## src/ascal_pkg.sv

```systemverilog
/*
  Constants and types for the converter serial-frame and offset-calibration block.
  Assumes one system clock at 10 MHz; the serial clock and chip select arrive as asynchronous pins.
*/
package ascal_pkg;

  localparam int unsigned RES_BITS      = 8;
  localparam int unsigned CNT_BITS      = 6;
  localparam int unsigned FIFO_DEPTH    = 8;

  localparam logic [7:0]  LOWEST_CODE   = 8'h00;
  localparam logic [7:0]  MIDDLE_CODE   = 8'h80;
  localparam logic [7:0]  HIGHEST_CODE  = 8'hFF;
  localparam logic [7:0]  OFFSET_RESET  = 8'h00;

  // Falling-edge counts within a frame
  localparam logic [5:0]  LEAD_ZEROS    = 6'h01;
  localparam logic [5:0]  ORD_LOW_AFTER = 6'h0E;
  localparam logic [5:0]  LONG_LOW_AFTER = 6'h0A;
  localparam logic [5:0]  PWR_CAL_EDGES = 6'h10;
  localparam logic [5:0]  CAL_START_EDGE = 6'h11;
  localparam logic [5:0]  CAL_END_EDGE  = 6'h20;
  localparam logic [5:0]  CAL_MIN_PERIODS = 6'h0F;

  localparam int unsigned ACQ_NS        = 120;
  localparam int unsigned CLK_NS        = 100;
  localparam int unsigned ACQ_CYC       = (ACQ_NS + CLK_NS - 1) / CLK_NS;

  typedef enum logic [1:0] {
    ASCAL_IDLE,
    ASCAL_CONV,
    ASCAL_PWRCAL
  } ascal_state_e;

  typedef struct packed {
    logic [7:0] code;
    logic       cal;
  } ascal_sample_s;

endpackage

```

## src/ascal_fifo.sv

```systemverilog
/*
  Small parameterised FIFO with valid/ready on both sides.
  Assumes a single clock and asynchronous active-low reset.
*/
`timescale 1ns/10ps
module ascal_fifo #(
  parameter int unsigned WIDTH = 9,
  parameter int unsigned DEPTH = 8
) (
  // Clock and reset
  input  wire logic             i_mclk,
  input  wire logic             i_nrst,
  // Fill side
  input  wire logic             i_in_valid,
  input  wire logic [WIDTH-1:0] i_in_data,
  output logic                  o_in_ready,
  // Drain side
  output logic                  o_out_valid,
  output logic [WIDTH-1:0]      o_out_data,
  input  wire logic             i_out_ready
);
  localparam int unsigned AW = $clog2(DEPTH);

  logic [WIDTH-1:0] mem_r [DEPTH];
  logic [AW-1:0]    wp_r;
  logic [AW-1:0]    rp_r;
  logic [AW:0]      cnt_r;
  logic             wr;
  logic             rd;

  assign o_in_ready  = (cnt_r != (AW+1)'(DEPTH));
  assign o_out_valid = (cnt_r != '0);
  assign wr = i_in_valid & o_in_ready;
  assign rd = o_out_valid & i_out_ready;

  always_ff @(posedge i_mclk) begin
    if (wr) begin
      mem_r[wp_r] <= i_in_data;
    end
  end

  // Registered read data: next word is preloaded when the head is popped
  always_ff @(posedge i_mclk or negedge i_nrst) begin
    if (!i_nrst) begin
      o_out_data <= '0;
    end else if (rd && cnt_r > (AW+1)'(1)) begin
      o_out_data <= mem_r[rp_r + AW'(1)];
    end else if (wr && (cnt_r == '0 || (rd && cnt_r == (AW+1)'(1)))) begin
      o_out_data <= i_in_data;
    end
  end

  always_ff @(posedge i_mclk or negedge i_nrst) begin
    if (!i_nrst) begin
      wp_r  <= '0;
      rp_r  <= '0;
      cnt_r <= '0;
    end else begin
      if (wr) begin
        wp_r <= wp_r + AW'(1);
      end
      if (rd) begin
        rp_r <= rp_r + AW'(1);
      end
      cnt_r <= cnt_r + (AW+1)'(wr) - (AW+1)'(rd);
    end
  end
endmodule // ascal_fifo

```

## src/ascal_sync.sv

```systemverilog
/*
  Two-flop synchroniser with falling and rising edge pulses taken from the settled stage.
  Assumes asynchronous pin input and one system clock.
*/
`timescale 1ns/10ps
module ascal_sync #(
  parameter logic RST_VAL = 1'b1
) (
  // Clock and reset
  input  wire logic i_mclk,
  input  wire logic i_nrst,
  // Pin and results
  input  wire logic i_pin,
  output logic      o_level,
  output logic      o_fall,
  output logic      o_rise
);
  logic s1_r;
  logic s2_r;
  logic s3_r;

  // First stage feeds only the second
  always_ff @(posedge i_mclk or negedge i_nrst) begin
    if (!i_nrst) begin
      s1_r <= RST_VAL;
      s2_r <= RST_VAL;
      s3_r <= RST_VAL;
    end else begin
      s1_r <= i_pin;
      s2_r <= s1_r;
      s3_r <= s2_r;
    end
  end

  assign o_level = s2_r;
  assign o_fall  = s3_r & ~s2_r;
  assign o_rise  = ~s3_r & s2_r;
endmodule // ascal_sync

```

## src/ascal_top.sv

```systemverilog
/*
  Digital side of an 8-bit sampling converter: frames, serial output, offset calibration.
  Assumes the host drives chip select and serial clock slower than a quarter of i_mclk, and
  the analog core hands raw codes through a FIFO with valid/ready.
*/
`timescale 1ns/10ps
module ascal_top
  import ascal_pkg::*;
(
  // Clock and reset
  input  wire logic                i_mclk,
  input  wire logic                i_nrst,
  // Serial link pins
  input  wire logic                i_cs_n,
  input  wire logic                i_sclk,
  output logic                     o_sdo,
  output logic                     o_sdo_oe,
  // Analog core: raw conversion codes and offset measurements
  input  wire logic                i_raw_valid,
  input  wire logic [RES_BITS-1:0] i_raw_code,
  input  wire logic                i_raw_is_cal,
  output logic                     o_raw_ready,
  // Analog core control
  output logic                     o_sample,
  output logic                     o_inputs_isolated,
  output logic                     o_cal_busy,
  output logic [RES_BITS-1:0]      o_offset
);
  logic          cs_lvl;
  logic          cs_fall;
  logic          cs_rise;
  logic          sck_fall;
  logic          fifo_valid;
  logic          fifo_ready;
  ascal_sample_s fifo_word;
  ascal_sample_s raw_word;

  ascal_state_e              state_r;
  logic [CNT_BITS-1:0]       edges_r;
  logic                      edges_sat_r;
  logic                      first_frame_r;
  logic [RES_BITS-1:0]       offset_correction_store_r;
  logic [RES_BITS-1:0]       shift_r;
  logic [RES_BITS-1:0]       meas_r;
  logic                      meas_ok_r;
  logic                      sdo_r;
  logic                      oe_r;
  logic                      cal_active_r;
  logic                      sample_r;

  function automatic logic [RES_BITS-1:0] correct(input logic [RES_BITS-1:0] raw,
                                                  input logic [RES_BITS-1:0] ofs);
    logic [RES_BITS:0] d;
    d = {1'b0, raw} - {1'b0, ofs};
    // Clamp to the lowest code instead of wrapping below zero
    correct = d[RES_BITS] ? LOWEST_CODE : d[RES_BITS-1:0];
  endfunction

  ascal_sync #(.RST_VAL(1'b1)) u_cs_sync (
    .i_mclk  (i_mclk),
    .i_nrst  (i_nrst),
    .i_pin   (i_cs_n),
    .o_level (cs_lvl),
    .o_fall  (cs_fall),
    .o_rise  (cs_rise)
  );

  // Serial clock idles high; a low reset value would fake an edge right after reset
  ascal_sync #(.RST_VAL(1'b1)) u_sck_sync (
    .i_mclk  (i_mclk),
    .i_nrst  (i_nrst),
    .i_pin   (i_sclk),
    .o_level (),
    .o_fall  (sck_fall),
    .o_rise  ()
  );

  assign raw_word.code = i_raw_code;
  assign raw_word.cal  = i_raw_is_cal;

  ascal_fifo #(.WIDTH($bits(ascal_sample_s)), .DEPTH(FIFO_DEPTH)) u_fifo (
    .i_mclk      (i_mclk),
    .i_nrst      (i_nrst),
    .i_in_valid  (i_raw_valid),
    .i_in_data   (raw_word),
    .o_in_ready  (o_raw_ready),
    .o_out_valid (fifo_valid),
    .o_out_data  (fifo_word),
    .i_out_ready (fifo_ready)
  );

  // Drain only while a frame is open so results are matched to their frame
  assign fifo_ready = (state_r != ASCAL_IDLE) & ~cs_lvl;

  // Frame state
  always_ff @(posedge i_mclk or negedge i_nrst) begin
    if (!i_nrst) begin
      state_r       <= ASCAL_IDLE;
      first_frame_r <= 1'b1;
    end else if (cs_rise) begin
      state_r <= ASCAL_IDLE;
    end else if (cs_fall) begin
      state_r       <= first_frame_r ? ASCAL_PWRCAL : ASCAL_CONV;
      first_frame_r <= 1'b0;
    end
  end

  // Falling-edge counter, saturating so very long frames stay long
  always_ff @(posedge i_mclk or negedge i_nrst) begin
    if (!i_nrst) begin
      edges_r     <= '0;
      edges_sat_r <= 1'b0;
    end else if (cs_fall) begin
      edges_r     <= '0;
      edges_sat_r <= 1'b0;
    end else if (sck_fall && !cs_lvl && !edges_sat_r) begin
      edges_r <= edges_r + CNT_BITS'(1);
      if (edges_r == {CNT_BITS{1'b1}} - CNT_BITS'(1)) begin
        edges_sat_r <= 1'b1;
      end
    end
  end

  // Calibration window: isolates inputs while measuring offset
  always_ff @(posedge i_mclk or negedge i_nrst) begin
    if (!i_nrst) begin
      cal_active_r <= 1'b0;
    end else if (cs_rise || cs_fall) begin
      cal_active_r <= cs_fall && first_frame_r;
    end else if (sck_fall && state_r == ASCAL_CONV && edges_r == CAL_START_EDGE - CNT_BITS'(1)) begin
      cal_active_r <= 1'b1;
    end else if (sck_fall && state_r == ASCAL_CONV && edges_r == CAL_END_EDGE - CNT_BITS'(1)) begin
      cal_active_r <= 1'b0;
    end else if (sck_fall && state_r == ASCAL_PWRCAL && edges_r == PWR_CAL_EDGES - CNT_BITS'(1)) begin
      cal_active_r <= 1'b0;
    end
  end

  assign o_inputs_isolated = cal_active_r;
  assign o_cal_busy        = cal_active_r;

  // Sample strobe to the analog core at the start of each frame
  always_ff @(posedge i_mclk or negedge i_nrst) begin
    if (!i_nrst) begin
      sample_r <= 1'b0;
    end else begin
      sample_r <= cs_fall;
    end
  end
  assign o_sample = sample_r;

  // Capture offset measurement from the analog core during the frame
  always_ff @(posedge i_mclk or negedge i_nrst) begin
    if (!i_nrst) begin
      meas_r    <= OFFSET_RESET;
      meas_ok_r <= 1'b0;
    end else if (cs_fall) begin
      meas_ok_r <= 1'b0;
    end else if (fifo_valid && fifo_ready && fifo_word.cal) begin
      meas_r    <= fifo_word.code;
      meas_ok_r <= 1'b1;
    end
  end

  // Correction store: only updated when enough edges arrived in the frame
  always_ff @(posedge i_mclk or negedge i_nrst) begin
    if (!i_nrst) begin
      offset_correction_store_r <= OFFSET_RESET;
    end else if (cs_rise && meas_ok_r) begin
      if (state_r == ASCAL_PWRCAL && (edges_sat_r || edges_r >= PWR_CAL_EDGES)) begin
        offset_correction_store_r <= meas_r;
      end else if (state_r == ASCAL_CONV && (edges_sat_r || edges_r >= CAL_END_EDGE)) begin
        offset_correction_store_r <= meas_r;
      end
    end
  end
  // Exposed to the analog side only; never on the serial output
  assign o_offset = offset_correction_store_r;

  // Output shifter
  always_ff @(posedge i_mclk or negedge i_nrst) begin
    if (!i_nrst) begin
      shift_r <= '0;
    end else if (fifo_valid && fifo_ready && !fifo_word.cal && state_r == ASCAL_CONV) begin
      shift_r <= correct(fifo_word.code, offset_correction_store_r);
    end else if (sck_fall && !cs_lvl && edges_r >= LEAD_ZEROS) begin
      shift_r <= {shift_r[RES_BITS-2:0], 1'b0};
    end
  end

  // Serial data and its enable
  always_ff @(posedge i_mclk or negedge i_nrst) begin
    if (!i_nrst) begin
      sdo_r <= 1'b0;
      oe_r  <= 1'b0;
    end else if (cs_rise || state_r == ASCAL_IDLE && !cs_fall) begin
      sdo_r <= 1'b0;
      oe_r  <= 1'b0;
    end else if (cs_fall) begin
      sdo_r <= 1'b0;
      oe_r  <= 1'b1;
    end else if (state_r == ASCAL_PWRCAL) begin
      sdo_r <= 1'b0;
    end else if (sck_fall) begin
      if (edges_r < LEAD_ZEROS) begin
        sdo_r <= 1'b0;
      end else if (edges_r >= LONG_LOW_AFTER - CNT_BITS'(1) && (edges_r >= ORD_LOW_AFTER - CNT_BITS'(1)
                   || edges_r >= LONG_LOW_AFTER - CNT_BITS'(1))) begin
        // Frame length is unknown at edge 10, so low from there covers both frame kinds
        sdo_r <= 1'b0;
      end else begin
        sdo_r <= shift_r[RES_BITS-1];
      end
    end
  end

  assign o_sdo    = sdo_r;
  assign o_sdo_oe = oe_r;
endmodule // ascal_top

```

## config.mk

```make
export PLATFORM = sky130hd
export DESIGN_NAME = ascal_top
export DESIGN_NICKNAME = d
export VERILOG_FILES = /design/src/ascal_pkg.sv /design/src/ascal_fifo.sv /design/src/ascal_sync.sv /design/src/ascal_top.sv
export SDC_FILE = /design/constraint.sdc
export NUM_CORES = 1
export LEC_CHECK = 0
export ABC_AREA = 1
export BUFFER_PORTS_ARGS = -buffer_cell sky130_fd_sc_hd__buf_2
export CELL_PAD_IN_SITES_DETAIL_PLACEMENT = 1
export CELL_PAD_IN_SITES_GLOBAL_PLACEMENT = 1
export CORE_ASPECT_RATIO = 1.1
export CORE_MARGIN = 5
export CORE_UTILIZATION = 48
export CTS_CLUSTER_SIZE = 14
export DETAILED_ROUTE_END_ITERATION = 10
export GPL_TIMING_DRIVEN = 0
export PLACE_DENSITY_LB_ADDON = 0.1
export SYNTH_ARGS = -nofsm -noshare
export SYNTH_HDL_FRONTEND = slang
export SYNTH_SLANG_ARGS = --single-unit
```

## constraint.sdc

```tcl
create_clock -name i_mclk -period 2.4 [get_ports i_mclk]
set_clock_uncertainty 0.05 [all_clocks]
set_input_delay 0.12 -clock i_mclk [delete_from_list [all_inputs] [get_ports i_mclk]]
set_output_delay 0.12 -clock i_mclk [all_outputs]
set_load 0.01 [all_outputs]
```

==> results of run 1 <==
critical path, cell delays in order (launching register included):
cell and delay (ns):
dfrtp_1 0.37, inv_1 0.14, ha_2 0.27, nand2_2 0.10, nand2_4 0.12, inv_4 0.06, ha_1 0.27, inv_1 0.04
ha_1 0.20, fa_1 0.38, xor2_1 0.17
power groups by stage:
stage,clock [uW],sequential [uW],combinational (uW)
final,2500,3230,3520
after global routing,2670,3280,3960
after CTS,2540,3240,3530
after detailed placement,0,3280,3430
after global placement,0,3250,3310
after floorplan,0,3190,2470
per-stage QoR:
| step | setup slack (ns) | area, um^2 |
|---|---|---|
| 2_1_floorplan | 0.2718 | 6369 |
| 3_3_place_gp | -0.1641 | 6705 |
| 3_5_place_dp | -0.2584 | 6708 |
| 4_1_cts | 0.02261 | 7377 |
| 5_1_grt | -0.01484 | 7415 |
| 6_report | 0.1184 | 7415 |
sequential cells by signal, summed over array words and instances, names as in the netlist, 2 cells and up:
name               flops
edges_r                6
shift_r                8
u_fifo.wp_r            3
u_fifo.cnt_r           4
u_fifo.o_out_data      9
o_offset               8
state_r                2
u_fifo.rp_r            3
meas_r                 8
u_fifo.mem_r          72
cell families (layout without fill, tap and decap cells):
| logic type | count (synthesis) | in the layout | synth area share, % |
|---|---|---|---|
| fa+ha+maj | 25 | 25 | 5.147 |
| xor+xnor | 8 | 8 | 1.100 |
| flops | 136 | 136 | 59.23 |
| compound gates | 100 | 100 | 9.215 |
| buf+inv | 86 | 156 | 5.933 |
| simple gates | 290 | 290 | 19.37 |
synth_stat cells (all sizes together), types with 2 or more instances:
cell type	count
a21oi	20
buf	15
clkbuf	2
dfrtp	57
dfstp	7
edfxtp	72
fa	2
ha	23
inv	68
nand2	137
nand3	41
nand4	2
nor2	103
nor3	4
o2111ai	2
o211ai	8
o21ai	63
xnor2	3
xor2	5
routing by layer:
metal,global-route usage (%),vias to the layer above,routed length [um]
li1,-,2252,-
met1,24.51,2265,6539
met2,40.53,64,8580
met3,4.090,24,373
met4,9.704,0,361
met5,0,-,0
area by class of cell:
| type | count | area share (%) |
|---|---|---|
| well taps | 161 | 2.717 |
| repair buffers | 38 | 3.341 |
| flip-flops and latches | 136 | 50.88 |
| clock buffers | 17 | 5.737 |
| plain buffers | 17 | 1.569 |
| inverters | 69 | 3.527 |
| multi-input cells | 423 | 30.32 |
| clock inverters | 15 | 1.907 |
path summary, 6_finish.rpt:
path                                            from                           end  slack (ns)  cells past startpoint
setup / recovery           u_fifo.cnt_r[2]$_DFF_PN0_     u_fifo.cnt_r[2]$_DFF_PN0_        0.12                     10
hold / removal                         i_raw_code[2]  u_fifo.mem_r[7][3]$_DFFE_PP_        0.01                      1
setup reg to reg           u_fifo.cnt_r[2]$_DFF_PN0_     u_fifo.cnt_r[2]$_DFF_PN0_        0.12                     10
hold reg to reg             u_cs_sync.s1_r$_DFF_PN1_   u_cs_sync.o_level$_DFF_PN1_        0.31                      0
max in group asynchronous                     i_nrst         meas_r[4]$_DFFE_PN0P_        1.48                      2
min in group asynchronous                     i_nrst            o_sample$_DFF_PN0_        0.28                      2
layout by cell type (no fill, tap or decap), drive strengths merged, types with 2 or more instances in the layout:
| cell type | instances |
|---|---|
| nand2 | 137 |
| nor2 | 103 |
| inv | 75 |
| edfxtp | 72 |
| o21ai | 63 |
| dfrtp | 57 |
| buf | 42 |
| nand3 | 41 |
| ha | 23 |
| a21oi | 20 |
| clkbuf | 19 |
| dlygate4sd3 | 11 |
| o211ai | 8 |
| dfstp | 7 |
| xor2 | 5 |
| clkinvlp | 5 |
| nor3 | 4 |
| xnor2 | 3 |
| clkinv | 3 |
| nand4 | 2 |
| fa | 2 |
| o2111ai | 2 |
timing repair:
action                                  CTS  global route
gates resized for setup                   5             5
hold buffers                              9             2
endpoints found under the setup margin   45            28
endpoints found under the hold margin   101             7
gates cloned                              0             0
==> results.sh, run 1 <==
export IMPL_seqPwrFrac_pct=34.9
export IMPL_clk_pin_slew_ns=0.06
export IMPL_drive_above_1_share_pct=15.66
export IMPL_dr_total_vias=4605
export IMPL_track_usage_pct=21.79
export IMPL_synth_edf_count=72
export IMPL_syn_inst=645
export IMPL_yosysSeqAreaShare_pct=59.23
export IMPL_start_kind="flop"
export IMPL_via_per_inst=5.257
export IMPL_p_leak_uw=0.003258
export IMPL_synth_area_top_cells="edfxtp_1 34%, dfrtp_1 22%, nand2_1 7.7%"
export IMPL_die_width_um=119.8
export IMPL_multi_input_area_um2=2248
export IMPL_yosysWarnings=0
export IMPL_max_cap_violations=0
export IMPL_rows=44
export IMPL_clockRootBuffer="clkbuf_16"
export IMPL_synth_fp_nets=684
export IMPL_post_route_period_util_pct=95.07
export IMPL_drtIter0Drc=206
export IMPL_slew_violations=0
export IMPL_wl_um=15850
export IMPL_dieArea_um2=15670
export IMPL_io_pins=28
export IMPL_place_congestion=0.8425
export IMPL_outcome="finished clean"
export IMPL_htree_levels=4
export IMPL_critPathMaxFanout=6
export IMPL_max_slew_margin_rel_pct=45.38
export IMPL_cts_sinks=136
export IMPL_place_detailed_hpwl_um=10750
export IMPL_synth_seq_cells=136
export IMPL_grt_max_degree=65
export IMPL_power_density_nw_per_um2=1248
export IMPL_areaGrowthSynthToFinish_pct=16.42
export IMPL_critPathKind="flop to flop"
export IMPL_ant_nets=0
export IMPL_synth_top_cell_by_area="edfxtp_1"
export IMPL_grt_pass1_vias=5039
export IMPL_synth_top_area_share_pct=33.95
export IMPL_grt_overflow=0
export IMPL_grt_pass1_wl_um=25810
export IMPL_fp_dieH_um=130.8
export IMPL_synthArstFlopShare_pct=47.06
export IMPL_cts_made_buffers=17
export IMPL_p_int_uw=5594
export IMPL_tightest_slew_ns=0.8193
export IMPL_wire_per_inst_um=18.10
export IMPL_rsz0062_at_grt="yes"
export IMPL_p_comb_share_pct=38.0
export IMPL_final_seq_area_um2=3772
export IMPL_endpoint_kind="flop"
export IMPL_irDropWorstVdd_mv=0.7013
export IMPL_core_area_um2=13100
export IMPL_antenna_cells=0
export IMPL_yosysUniqueCellTypes=45
export IMPL_tritoncts="yes"
export IMPL_dp_cells=833
export IMPL_max_freq_mhz=438.3
export IMPL_synth_flop_cell="edfxtp_1"
export IMPL_p_sw_share_pct=39.55
export IMPL_antenna_found_initial=0
export IMPL_final_util_pct=56.59
export IMPL_setup_viol=0
export IMPL_hold_path_class="input pin to flop"
export IMPL_fin_nets=741
export IMPL_p_clk_share_pct=27.0
export IMPL_initial_utilization_pct=48.61
export IMPL_avgSynthCellArea_um2=9.874
export IMPL_min_period_ns=2.282
export IMPL_syn_area_um2=6369
export IMPL_tns_ns=0
export IMPL_post_cts_setup_buffers=0
export IMPL_design_power_total_uw=9255
export IMPL_clockBufferDepth=2
export IMPL_cp_data_arrival_time_ns=2.54
export IMPL_finalHoldViolations=0
export IMPL_fillCellCount=1466
export IMPL_port_buffers=27
export IMPL_fin_cells=876
export IMPL_hold_ws_ns=0.01001
export IMPL_switchingPower_uw=3661
export IMPL_clkLatencyLatePin_ns=0.43
export IMPL_required_ns=2.66
export IMPL_drcViolationCount=0
export IMPL_firstDrtPassIters=4
(Power assumes the default switching activity.)
==> inputs of run 2 (changes only) <==
--- a/config.mk
+++ b/config.mk
@@ -11,7 +11,7 @@
 export CELL_PAD_IN_SITES_GLOBAL_PLACEMENT = 1
 export CORE_ASPECT_RATIO = 1.1
 export CORE_MARGIN = 5
-export CORE_UTILIZATION = 48
+export CORE_UTILIZATION = 44
 export CTS_CLUSTER_SIZE = 14
 export DETAILED_ROUTE_END_ITERATION = 10
 export GPL_TIMING_DRIVEN = 0
==> constraint.sdc (replaced) <==
create_clock -name i_mclk -period 1.8 [get_ports i_mclk]
set_clock_uncertainty 0.05 [all_clocks]
set_input_delay 0.09 -clock i_mclk [delete_from_list [all_inputs] [get_ports i_mclk]]
set_output_delay 0.09 -clock i_mclk [all_outputs]
set_load 0.01 [all_outputs]
==> run 2 against run 1 <==
The flow now finishes with violations (negative setup slack). Flip-flop and latch count unchanged. Cell count up 8.7%. Largest power group unchanged. Power up 52%. Routed wire length up 9.2%. Clock power up 36%. Sequential power up 35%. Non-clock buffer count up 45. Global-route usage down 1.7 points. Hold slack better by 0.096 ns. Die area up 8.3%. Core utilization up 1.5 points. Critical path depth unchanged.
==> results.sh, run 2 (synthesis gave the netlist of run 1 again) <==
export IMPL_setup_viol=6
export IMPL_hold_path_class="input pin to flop"
export IMPL_fp_dieH_um=136.2
export IMPL_preCtsSetupSlack_ns=-0.5896
export IMPL_die_width_um=124.7
export IMPL_ant_nets=0
export IMPL_largest_register="u_fifo.mem_r"
export IMPL_tightest_slew_ns=0.8325
export IMPL_violations="negative setup slack"
export IMPL_post_route_period_util_pct=107.8
export IMPL_cts_made_buffers=17
export IMPL_timing_final_ws_setup_ns=-0.1407
export IMPL_outcome="finished, violations left"
export IMPL_dieArea_um2=16980
export IMPL_endpoint_kind="flop"
export IMPL_slew_violations=0
export IMPL_place_congestion=0.8046
export IMPL_irDropWorstVdd_mv=0.8282
export IMPL_track_usage_pct=20.12
export IMPL_wl_um=17310
export IMPL_rsz0062_at_grt="yes"
export IMPL_critPathMaxFanout=2
export IMPL_max_cap_violations=0
export IMPL_top_regs="u_fifo.mem_r x72, u_fifo.o_out_data x9"
export IMPL_critPathLaunch="u_fifo.cnt_r[3]$_DFF_PN0_"
export IMPL_antenna_cells=0
export IMPL_start_kind="flop"
export IMPL_r2r_slack_ns=-0.14
export IMPL_grt_max_degree=65
export IMPL_clockRootBuffer="clkbuf_16"
export IMPL_tritoncts="yes"
export IMPL_largest_reg_flops=72
export IMPL_grt_pass1_vias=5229
export IMPL_via_per_inst=5.200
export IMPL_antenna_found_initial=0
export IMPL_power_density_nw_per_um2=1687
export IMPL_grt_overflow=0
export IMPL_drive_above_1_share_pct=27.89
export IMPL_firstDrtPassIters=5
export IMPL_port_buffers=27
export IMPL_drtIter0Drc=257
export IMPL_place_detailed_hpwl_um=10600
export IMPL_clk_pin_slew_ns=0.06
export IMPL_r2r_start="u_fifo.cnt_r[3]$_DFF_PN0_"
export IMPL_clockBufferDepth=2
export IMPL_worst_r2r_endpoint="u_fifo.cnt_r[2]$_DFF_PN0_"
export IMPL_final_util_pct=58.09
export IMPL_layout_commonest_cell="nand2_1"
export IMPL_reg2reg_depth=10
export IMPL_endpoint="u_fifo.cnt_r[2]$_DFF_PN0_"
export IMPL_min_period_ns=1.941
export IMPL_rows=46
export IMPL_grt_pass1_wl_um=26700
export IMPL_layout_common_cells="123 x nand2_1, 84 x nor2_1, 72 x edfxtp_1, 53 x inv_1, 53 x dfrtp_1"
export IMPL_htree_levels=4
export IMPL_core_area_um2=14330
export IMPL_dr_total_vias=4950
export IMPL_max_slew_margin_rel_pct=44.50
export IMPL_p_leak_uw=0.003564
export IMPL_initial_utilization_pct=44.44
export IMPL_fin_nets=786
export IMPL_cp_data_arrival_time_ns=2.19
export IMPL_finalHoldViolations=0
export IMPL_drcViolationCount=0
export IMPL_clkLatencyLatePin_ns=0.42
export IMPL_areaGrowthSynthToFinish_pct=30.73
export IMPL_max_freq_mhz=515.3
export IMPL_io_pins=28
export IMPL_critPathKind="flop to flop"
export IMPL_cts_sinks=136
export IMPL_required_ns=2.05
export IMPL_wire_per_inst_um=18.19
run 2: cell count changes in the layout (fill, tap and decap cells not counted), moves of 9 or more:
cell	before	now
buf_4	2	33
o21ai_0	50	38
inv_1	64	53
nor2_4	3	13
ha_1	22	13
run 2: routing by layer:
metal,part of all wire (%),up-vias,track usage (%)
li1,-,2347,-
met1,39,2478,22.63
met2,56,96,38.58
met3,2.9,29,3.418
met4,1.9,0,6.760
met5,0,-,0
run 2: area by class of cell:
type	count	area [um^2]
multi-input cells	423	2549
fillers	1565	6006
repair buffers	84	740.7
well taps	192	240.2
plain buffers	16	155.1
flip-flops and latches	136	3777
clock buffers	18	429.2
clock inverters	14	152.6
inverters	69	281.5
run 2: through the flow:
stage	hold slack (ns)	instances	cell area (um^2)	TNS, ns	total power, uW
floorplan	-0.2556	645	6459	-1.843	7717
global placement	0.1453	864	6834	-24.09	8813
detailed placement	0.1505	864	6837	-28.79	9035
CTS	0.07936	938	7990	-0.4464	13140
global route	0.1177	952	8325	-2.088	14910
finish	0.1059	952	8325	-0.3402	14050
run 2: worst min path at each step:
stage	startpoint	endpoint	slack, ns	cells past startpoint
after global routing	i_raw_valid	u_fifo.wp_r[0]$_DFFE_PN0P_	0.12	5
after global placement	i_cs_n	u_cs_sync.s1_r$_DFF_PN1_	0.15	1
after CTS	i_raw_valid	u_fifo.wp_r[0]$_DFFE_PN0P_	0.08	5
after floorplan	i_nrst	edges_r[0]$_DFFE_PN0P_	-0.26	0
final	i_raw_valid	u_fifo.wp_r[0]$_DFFE_PN0P_	0.11	5
after detailed placement	i_cs_n	u_cs_sync.s1_r$_DFF_PN1_	0.15	1
run 2: power by group:
part	total (uW)	internal, uW	switching (uW)
Sequential	4370	3970	399
Combinational	6280	2570	3710
Clock	3400	2040	1350
run 2: what timing repair did:
item	4_1_cts	5_1_grt
setup buffers	29	12
resized for setup	43	68
pin swaps	21	34
hold buffers	12	0
endpoints found under the setup margin	103	109
gates cloned	1	3
endpoints found under the hold margin	131	0
run 2: critical path, stage by stage (launching register included):
cell and delay (ns):
dfrtp_1 0.40, inv_2 0.10, ha_4 0.16, nand2_4 0.06
nand2_4 0.07, inv_4 0.04, ha_4 0.25, inv_2 0.04
ha_4 0.16, fa_2 0.34, xor2_1 0.15
